File: src/logic/fks_consts.vh
// Constants for the fast kinetics sequencer: offsets, fields, resets, timing
`ifndef FKS_CONSTS_VH
`define FKS_CONSTS_VH

`define FKS_OFF_CTRL        8'h00
`define FKS_OFF_SHIFT_ROWS  8'h04
`define FKS_OFF_SERIES_LEN  8'h08
`define FKS_OFF_SUB_POS     8'h0c
`define FKS_OFF_SUB_HEIGHT  8'h10
`define FKS_OFF_EXPOSURE    8'h14
`define FKS_OFF_STATUS      8'h18
`define FKS_OFF_MAX_SERIES  8'h1c

`define FKS_CTRL_START      0
`define FKS_CTRL_TRIG_EXT   1

`define FKS_ST_STATE_LSB    0
`define FKS_ST_BUSY         4
`define FKS_ST_DONE         5
`define FKS_ST_CLAMPED      6
`define FKS_ST_FRAME_LSB    16

`define FKS_RST_SHIFT_ROWS  16'h0010
`define FKS_RST_SERIES_LEN  16'h0004
`define FKS_RST_SUB_POS     16'h0200
`define FKS_RST_SUB_HEIGHT  16'h0010
`define FKS_RST_EXPOSURE    32'h0000_0064

`define FKS_ROWS_DEF        1024
`define FKS_COLS_DEF        512

`define FKS_CLK_MHZ         50
`define FKS_VSHIFT_NS       100
`define FKS_HSHIFT_NS       100
`define FKS_VSHIFT_CYC      ((`FKS_VSHIFT_NS * `FKS_CLK_MHZ + 999) / 1000)
`define FKS_HSHIFT_CYC      ((`FKS_HSHIFT_NS * `FKS_CLK_MHZ + 999) / 1000)

`endif

File: src/logic/fks_sync.v
// Three-stage pin synchroniser with agreement filter
`timescale 1ns/1ps
module fks_sync (
    pclk,
    presetn,
    pin_i,
    level_o
);
    input  wire pclk;
    input  wire presetn;
    input  wire pin_i;
    output wire level_o;

    reg s1_q;
    reg s2_q;
    reg s3_q;
    reg lvl_q;

    // Output follows only once stages two and three agree
    always @(posedge pclk or negedge presetn) begin
        if (!presetn) begin
            s1_q  <= 1'b0;
            s2_q  <= 1'b0;
            s3_q  <= 1'b0;
            lvl_q <= 1'b0;
        end else begin
            s1_q <= pin_i;
            s2_q <= s1_q;
            s3_q <= s2_q;
            if (s2_q == s3_q) begin
                lvl_q <= s3_q;
            end
        end
    end

    assign level_o = lvl_q;
endmodule

File: src/logic/fks_sequencer.v
// Fast kinetics burst sequencer with APB register slave
//
// Summary of operation
// - Before acquiring, one complete flush pass empties image and storage rows.
// - On the trigger the flush stops and charge integrates on the sub-area.
// - After the exposure time the whole sensor shifts by the programmed row count.
// - Expose and shift repeat, counting frames, until the series length, capped at the series limit, is stored.
// - Stored frames may occupy the masked storage rows as well as dark image rows.
// - After the series, rows shift until the first frame is at row zero, then lines read out.
// - No flush happens from the trigger until the burst has ended.
// - The series limit comes from sub-area position, sub-area height, shift row count and total rows.
// - A burst starts on an internal trigger or on the external trigger pin.
//
// The APB slave port and the address map were chosen for this implementation.
`timescale 1ns/1ps
`include "fks_consts.vh"
module fks_sequencer #(
    parameter ROWS  = `FKS_ROWS_DEF,
    parameter COLS  = `FKS_COLS_DEF,
    parameter V_CYC = `FKS_VSHIFT_CYC,
    parameter H_CYC = `FKS_HSHIFT_CYC
) (
    input  wire        pclk,
    input  wire        presetn,
    input  wire        psel,
    input  wire        penable,
    input  wire        pwrite,
    input  wire [7:0]  paddr,
    input  wire [31:0] pwdata,
    output reg  [31:0] prdata,
    output reg         pready,
    output reg         pslverr,
    input  wire        ext_trig_i,
    output reg         vshift_o,
    output reg         hshift_o,
    output reg         dump_o,
    output reg         sample_o,
    output reg         busy_o,
    output reg         done_o
);
    localparam [3:0] S_IDLE  = 4'h0;
    localparam [3:0] S_FLUSH = 4'h1;
    localparam [3:0] S_WAIT  = 4'h2;
    localparam [3:0] S_EXP   = 4'h3;
    localparam [3:0] S_SHIFT = 4'h4;
    localparam [3:0] S_PRE   = 4'h5;
    localparam [3:0] S_RDV   = 4'h6;
    localparam [3:0] S_RDH   = 4'h7;
    localparam [3:0] S_DONE  = 4'h8;
    localparam [15:0] ROWS16  = ROWS[15:0];
    localparam [15:0] COLS16  = COLS[15:0];
    localparam [15:0] VCYC16  = V_CYC[15:0];
    localparam [15:0] HCYC16  = H_CYC[15:0];
    function [15:0] fks_min16;
        input [15:0] a;
        input [15:0] b;
        begin
            fks_min16 = (a < b) ? a : b;
        end
    endfunction
    reg         trig_ext_q;
    reg  [15:0] shift_rows_q;
    reg  [15:0] series_len_q;
    reg  [15:0] sub_pos_q;
    reg  [15:0] sub_height_q;
    reg  [31:0] exposure_q;
    reg         done_flag_q;
    reg         clamped_q;
    reg  [3:0]  state_q;
    reg  [15:0] row_q;
    reg  [15:0] frame_q;
    reg  [15:0] line_q;
    reg  [15:0] pix_q;
    reg  [15:0] pace_q;
    reg  [31:0] exp_q;
    reg  [15:0] eff_n_q;
    reg  [15:0] shift_q;
    reg         ext_lvl_d1_q;
    reg  [31:0] rd_d;
    wire        ext_lvl;
    wire        setup     = psel & ~penable;
    wire        wr_fire   = psel & penable & pready & pwrite;
    wire        start_req = wr_fire & (paddr == `FKS_OFF_CTRL) & pwdata[`FKS_CTRL_START];
    wire        ext_rise  = ext_lvl & ~ext_lvl_d1_q;
    wire [16:0] top_row   = {1'b0, sub_pos_q} + {1'b0, sub_height_q};
    // Overlapping frames would smear, so the shift must cover the sub-area height
    wire        geom_ok   = (shift_rows_q != 16'h0000) && (top_row <= {1'b0, ROWS16}) &&
                            (shift_rows_q >= sub_height_q);
    wire [15:0] quot      = geom_ok ? (sub_pos_q / shift_rows_q) : 16'h0000;
    wire [15:0] max_n     = geom_ok ? (quot + 16'h0001) : 16'h0000;
    wire [15:0] eff_n     = fks_min16(series_len_q, max_n);
    wire [31:0] used_prod = (eff_n_q - 16'h0001) * shift_q;
    wire [15:0] pre_rows  = sub_pos_q - used_prod[15:0];
    wire [31:0] line_prod = eff_n_q * shift_q;
    wire [15:0] read_lines = fks_min16(line_prod[15:0], ROWS16);
    wire [15:0] period    = (state_q == S_RDH) ? HCYC16 : VCYC16;
    wire        tick      = (pace_q == period - 16'h0001);
    wire        trig      = trig_ext_q ? ext_rise : 1'b1;
    wire        run_ok    = (eff_n != 16'h0000);
    fks_sync u_sync (
        .pclk    (pclk),
        .presetn (presetn),
        .pin_i   (ext_trig_i),
        .level_o (ext_lvl)
    );
    // Register read mux
    always @* begin
        rd_d = 32'h0000_0000;
        case (paddr)
            `FKS_OFF_CTRL:       rd_d[`FKS_CTRL_TRIG_EXT] = trig_ext_q;
            `FKS_OFF_SHIFT_ROWS: rd_d[15:0] = shift_rows_q;
            `FKS_OFF_SERIES_LEN: rd_d[15:0] = series_len_q;
            `FKS_OFF_SUB_POS:    rd_d[15:0] = sub_pos_q;
            `FKS_OFF_SUB_HEIGHT: rd_d[15:0] = sub_height_q;
            `FKS_OFF_EXPOSURE:   rd_d = exposure_q;
            `FKS_OFF_STATUS: begin
                rd_d[3:0]               = state_q;
                rd_d[`FKS_ST_BUSY]      = busy_o;
                rd_d[`FKS_ST_DONE]      = done_flag_q;
                rd_d[`FKS_ST_CLAMPED]   = clamped_q;
                rd_d[31:16]             = frame_q;
            end
            `FKS_OFF_MAX_SERIES: rd_d[15:0] = max_n;
            default:             rd_d = 32'h0000_0000;
        endcase
    end
    // No wait states: answer is registered during the setup cycle
    always @(posedge pclk or negedge presetn) begin
        if (!presetn) begin
            pready  <= 1'b0;
            pslverr <= 1'b0;
            prdata  <= 32'h0000_0000;
        end else begin
            pready  <= setup;
            pslverr <= setup & ((paddr[1:0] != 2'b00) || (paddr > `FKS_OFF_MAX_SERIES));
            prdata  <= setup ? rd_d : 32'h0000_0000;
        end
    end
    always @(posedge pclk or negedge presetn) begin
        if (!presetn) begin
            trig_ext_q   <= 1'b0;
            shift_rows_q <= `FKS_RST_SHIFT_ROWS;
            series_len_q <= `FKS_RST_SERIES_LEN;
            sub_pos_q    <= `FKS_RST_SUB_POS;
            sub_height_q <= `FKS_RST_SUB_HEIGHT;
            exposure_q   <= `FKS_RST_EXPOSURE;
        end else if (wr_fire && !pslverr) begin
            case (paddr)
                `FKS_OFF_CTRL:       trig_ext_q   <= pwdata[`FKS_CTRL_TRIG_EXT];
                `FKS_OFF_SHIFT_ROWS: shift_rows_q <= pwdata[15:0];
                `FKS_OFF_SERIES_LEN: series_len_q <= pwdata[15:0];
                `FKS_OFF_SUB_POS:    sub_pos_q    <= pwdata[15:0];
                `FKS_OFF_SUB_HEIGHT: sub_height_q <= pwdata[15:0];
                `FKS_OFF_EXPOSURE:   exposure_q   <= pwdata;
                default:             trig_ext_q   <= trig_ext_q;
            endcase
        end
    end
    // Sequencer
    always @(posedge pclk or negedge presetn) begin
        if (!presetn) begin
            state_q      <= S_IDLE;
            row_q        <= 16'h0000;
            frame_q      <= 16'h0000;
            line_q       <= 16'h0000;
            pix_q        <= 16'h0000;
            pace_q       <= 16'h0000;
            exp_q        <= 32'h0000_0000;
            eff_n_q      <= 16'h0000;
            shift_q      <= 16'h0000;
            done_flag_q  <= 1'b0;
            clamped_q    <= 1'b0;
            ext_lvl_d1_q <= 1'b0;
            vshift_o     <= 1'b0;
            hshift_o     <= 1'b0;
            dump_o       <= 1'b1;
            sample_o     <= 1'b0;
            busy_o       <= 1'b0;
            done_o       <= 1'b0;
        end else begin
            ext_lvl_d1_q <= ext_lvl;
            vshift_o     <= 1'b0;
            hshift_o     <= 1'b0;
            sample_o     <= 1'b0;
            done_o       <= 1'b0;
            pace_q       <= (tick || state_q == S_EXP) ? 16'h0000 : pace_q + 16'h0001;
            if (start_req) begin
                done_flag_q <= 1'b0;
            end
            case (state_q)
                S_IDLE, S_WAIT: begin
                    dump_o <= 1'b1;
                    busy_o <= (state_q == S_WAIT);
                    // No flush row may slip out on the edge the burst starts
                    if (tick && !(state_q == S_WAIT && trig)) begin
                        vshift_o <= 1'b1;
                        row_q    <= (row_q == ROWS16 - 16'h0001) ? 16'h0000 : row_q + 16'h0001;
                    end
                    if (state_q == S_IDLE && start_req) begin
                        clamped_q <= (series_len_q > max_n) || !run_ok;
                        if (run_ok) begin
                            eff_n_q <= eff_n;
                            shift_q <= shift_rows_q;
                            row_q   <= 16'h0000;
                            pace_q  <= 16'h0000;
                            busy_o  <= 1'b1;
                            state_q <= S_FLUSH;
                        end
                    end else if (state_q == S_WAIT && trig) begin
                        dump_o  <= 1'b0;
                        exp_q   <= 32'h0000_0000;
                        frame_q <= 16'h0000;
                        state_q <= S_EXP;
                    end
                end
                S_FLUSH: begin
                    if (tick) begin
                        vshift_o <= 1'b1;
                        row_q    <= row_q + 16'h0001;
                        if (row_q == ROWS16 - 16'h0001) begin
                            row_q   <= 16'h0000;
                            state_q <= S_WAIT;
                        end
                    end
                end
                S_EXP: begin
                    exp_q <= exp_q + 32'h0000_0001;
                    if (exp_q + 32'h0000_0001 >= exposure_q) begin
                        row_q   <= 16'h0000;
                        state_q <= S_SHIFT;
                    end
                end
                S_SHIFT: begin
                    if (tick) begin
                        vshift_o <= 1'b1;
                        row_q    <= row_q + 16'h0001;
                        if (row_q == shift_q - 16'h0001) begin
                            frame_q <= frame_q + 16'h0001;
                            row_q   <= 16'h0000;
                            if (frame_q + 16'h0001 == eff_n_q) begin
                                line_q  <= 16'h0000;
                                state_q <= (pre_rows == 16'h0000) ? S_RDV : S_PRE;
                            end else begin
                                exp_q   <= 32'h0000_0000;
                                state_q <= S_EXP;
                            end
                        end
                    end
                end
                S_PRE: begin
                    if (tick) begin
                        vshift_o <= 1'b1;
                        row_q    <= row_q + 16'h0001;
                        if (row_q == pre_rows - 16'h0001) begin
                            line_q  <= 16'h0000;
                            state_q <= S_RDV;
                        end
                    end
                end
                S_RDV: begin
                    if (tick) begin
                        vshift_o <= 1'b1;
                        pix_q    <= 16'h0000;
                        state_q  <= S_RDH;
                    end
                end
                S_RDH: begin
                    if (tick) begin
                        hshift_o <= 1'b1;
                        sample_o <= 1'b1;
                        pix_q    <= pix_q + 16'h0001;
                        if (pix_q == COLS16 - 16'h0001) begin
                            line_q <= line_q + 16'h0001;
                            if (line_q == read_lines - 16'h0001) begin
                                state_q <= S_DONE;
                            end else begin
                                state_q <= S_RDV;
                            end
                        end
                    end
                end
                S_DONE: begin
                    done_o      <= 1'b1;
                    done_flag_q <= 1'b1;
                    busy_o      <= 1'b0;
                    dump_o      <= 1'b1;
                    row_q       <= 16'h0000;
                    state_q     <= S_IDLE;
                end
                default: begin
                    state_q <= S_IDLE;
                end
            endcase
        end
    end
endmodule

File: config.mk
export PLATFORM = sky130hd
export DESIGN_NAME = fks_sequencer
export DESIGN_NICKNAME = d
export VERILOG_FILES = /design/src/logic/fks_sync.v /design/src/logic/fks_sequencer.v
export VERILOG_INCLUDE_DIRS = /design/src /design/src/logic
export SDC_FILE = /design/constraint.sdc
export NUM_CORES = 2
export LEC_CHECK = 0
export ABC_AREA = 1
export BUFFER_PORTS_ARGS = -buffer_cell sky130_fd_sc_hd__buf_2
export CAP_MARGIN = 20
export CORE_ASPECT_RATIO = 0.75
export CORE_UTILIZATION = 55
export DETAILED_ROUTE_END_ITERATION = 8
export GPL_TIMING_DRIVEN = 1
export PLACE_DENSITY_LB_ADDON = 0.2
export SLEW_MARGIN = 20
export SYNTH_ARGS = -nofsm -noshare
export SYNTH_HDL_FRONTEND = slang
export SYNTH_SLANG_ARGS = --single-unit
File: constraint.sdc
create_clock -name pclk -period 79.5 [get_ports pclk]
set_input_delay 7.95 -clock pclk [delete_from_list [all_inputs] [get_ports pclk]]
set_output_delay 7.95 -clock pclk [all_outputs]
set_load 0.005 [all_outputs]
==> summary.md <==
| Metric | Value |
|---|---|
| Post-Synthesis Cells | 5342 |
| Grt ovf | 0 |
| Gr usage total | 35.11% |
| Port bufs | 85 |
| Commonest non-fill, non-tap cells in the layout | 1355 x nand2_1, 885 x inv_1, 486 x nor2_1 |
| Die ar. | 66520 µm² |
| Grt peak-use layer | met1 |
| Die Width | 297.5 µm |
| Worst reg2reg startpoint | shift_rows_q[3] |
| Worst Setup Path Type | flip-flop to flip-flop |
| Synthesis Warnings | 0 |
| R2R cell count | 174 |
| Yosys top cell by area | dfrtp_1 |
| Drc violations | 0 |
| Met2 GRT Util | 49.20% |
| Final Setup Violations | 0 |
| Largest cells by area after synthesis | dfrtp_1 20%, nand2_1 14%, ha_1 12%, fa_1 9.9%, inv_1 9.2% |
| Routed length per placed instance | 18.64 µm |
| Cts hold-fix bufs | 0 |
| Max Slew Vio Count | 0 |
| Post-synth top area share | 19.66% |
| Buf/Inv on CP | 22 |
| Layout cells sized above 1 | 5.376% |
| Max Clk Rate | 0.02756 GHz |
| Endpoint class of the critical path | flip-flop |
| Vias per cell | 5.717 |
| Crit path arrival time | 36750 ps |
| Hold_sp | u_sync.s1_q |
| WP data required | 79970 ps |
| Vias in the first global route | 33308 |
| Max cap viols | 0 |
| Clock Pin Slew Worst Setup and Hold Paths | 70 ps |
| Fin crit share | 45.64% |
| IO Count | 86 |
| Post-synth ARST share | 100.0% |
| Syn_area_per_cell | 6.742 µm² |
| Gpl congestion | 1.042 |
| Post-route antenna net violation count | 0 |
| Min-Delay Path Depth | 0 |
| Final Routed Wirelength | 116300 µm |
| Setup ws final | 43220 ps |
| H-tree levels | 2 |
| Largest net degree at the start of global routing | 166 |
| Fraction of the yosys area taken by sequential cells | 20.25% |
| Unique masters post-synth | 69 |
| Type of origin of the critical path | flip-flop |
| Die Span Y | 223.6 µm |
| Final hold violations | 0 |
| CP max-delay cell | inv_1 |
| Total clock sinks | 291 |
| # Post-CTS Setup Buffers | 0 |
| First-pass DRT Iterations | 6 |
| Primary FF master, synth | dfrtp_1 |
| CP peak stage delay | 820 ps |
| Post-synthesis register bit count | 291 |
| Minimum clock period after layout | 36280 ps |
| R2R Setup Slk | 43220 ps |
| Unrepaired setup endpoints after global routing | false |
| Longest Clk Path Bufs | 3 |
| WHS Endpoint | u_sync.s2_q |
| Vias | 35664 |
| Setup_tns | 0 ps |
| Clock insertion delay at the later pin of the skew report | 560 ps |
| Largest registers | exp_q (32), exposure_q (32), prdata (32) |
| RR Endpoint | pace_q[5] |
| Met3 capacity usage during global routing | 8.438% |
| Core area | 64160 µm² |
| Clock buffer count from CTS | 36 |
| TritonCTS clock tree | built |
| Post-synth EDFFs | 0 |
| Met1 Use GR | 53.53% |
| Post-DP HPWL | 90900 µm |
| Post-CTS sizing | 0 |
| CTS root buffer | clkbuf_16 |
| Mapped cell area | 36010 µm² |
| Area Growth Syn to Fin | 6.601% |
| Filler cell count in the final layout | 6112 |
| Critical Path Most Common Cell | nand2_1 |
| Row count | 80 |
| First-pass GRT wire length | 184900 µm |
| Worst min path class | flip-flop to flip-flop |
| Drt first-iter violations | 4036 |
| Initial antenna violation count | 3 |
| Clock skew | 21.57 ps |
| Status | complete, no violations |
| Syn Nets | 5902 |
| CP max FO | 80 |
| Place WS | 44150 ps |
| # nets final | 5910 |
| Initial Utilization | 56.13% |
| Slew @ Worst Pin | 1164 ps |
| CP top delay family | simple AND/OR/NAND/NOR gates |
| Most common cell after layout, fill and taps aside | nand2_1 |
| Worst relative slew slack | 22.22% |
-- synth_stat cells, types with 5 or more instances --
master and instances:
a21boi_0 7, nand3b_1 16, xnor2_1 59, dfrtp_1 283, buf_1 17, inv_2 21, inv_1 885, o21bai_1 13
fa_1 178, o21a_1 13, nand2_2 6, nor3_1 89, o221ai_1 13, o22ai_1 35, buf_2 15, nor2_2 7
nand2_1 1356, a31oi_1 22, and3_1 6, clkbuf_1 110, clkinv_1 6, nand4_1 104, nor2_1 486, or2_2 40
o21ai_0 280, a211oi_1 17, dfstp_2 8, a221oi_1 10, o21ai_2 6, o31ai_1 5, a21oi_1 247, xor2_1 155
a2111oi_0 5, nand3_1 321, a21o_1 8, o41ai_1 5, nor4_1 34, and2_1 19, o211ai_1 14, o21ai_1 27
ha_1 336
-- metal layers --
layer / wire (µm) / part of all wire (%)
met1: 53230 / 46
met2: 45100 / 39
met3: 15060 / 13
met4: 2897 / 2.5
met5: 0 / 0
-- layout make-up --
type                    instances  area [µm²]  area share (%)
repair buffers                124       740.7           1.929
well taps                     861        1077           2.806
flip-flops and latches        291        7292           18.99
clock buffers                  54        1080           2.813
inverters                     912        3423           8.917
clock inverters                10       146.4          0.3813
diodes                          1       2.502        0.006518
multi-input cells            3985       24630           64.15
-- worst register-to-register path, delay by kind of cell, from the launching register on --
family	cells	cell delay, ps
AND/OR/NAND/NOR	89	14840
AO/OA/AOI/OAI	46	10000
adder cells (fa/ha/maj)	17	5560
buffers and inverters	22	5390
flip-flops	1	420
-- kinds of logic after synthesis --
group           after synthesis  share of synthesized area (%)
mux                           1                        0.02780
buf+inv                    1066                          11.37
simple gates               2508                          29.74
compound gates              745                          11.68
flops                       291                          20.25
xor+xnor                    216                          5.330
fa+ha+maj                   515                          21.60
-- worst max path at each step --
stage               startpoint         end  slack [ps]  cells after the start
6_report       shift_rows_q[3]   pace_q[5]       43220                    174
5_1_grt        shift_rows_q[3]   pace_q[8]       39620                    175
4_1_cts        shift_rows_q[3]   pace_q[5]       43990                    174
3_5_place_dp   shift_rows_q[3]   pace_q[5]       44150                    175
3_3_place_gp   shift_rows_q[3]   pace_q[7]       45040                    176
2_1_floorplan  shift_rows_q[3]  shift_q[0]       52480                    186
-- through the flow --
step / cell area, µm² / hold slack (ps) / cells / utilization, %
floorplan: 36010 / 331.2 / 5342 / -
global placement: 37160 / 344.2 / 6173 / 57.92
detailed placement: 37160 / 341.9 / 6173 / 57.92
CTS: 38390 / 355.5 / 6237 / 59.83
global route: 38390 / 360.4 / 6237 / 59.83
finish: 38390 / 354.7 / 6238 / 59.83
Power is not shown: default switching activity piles up to over one toggle a cycle in this logic, so the estimate is an artifact.
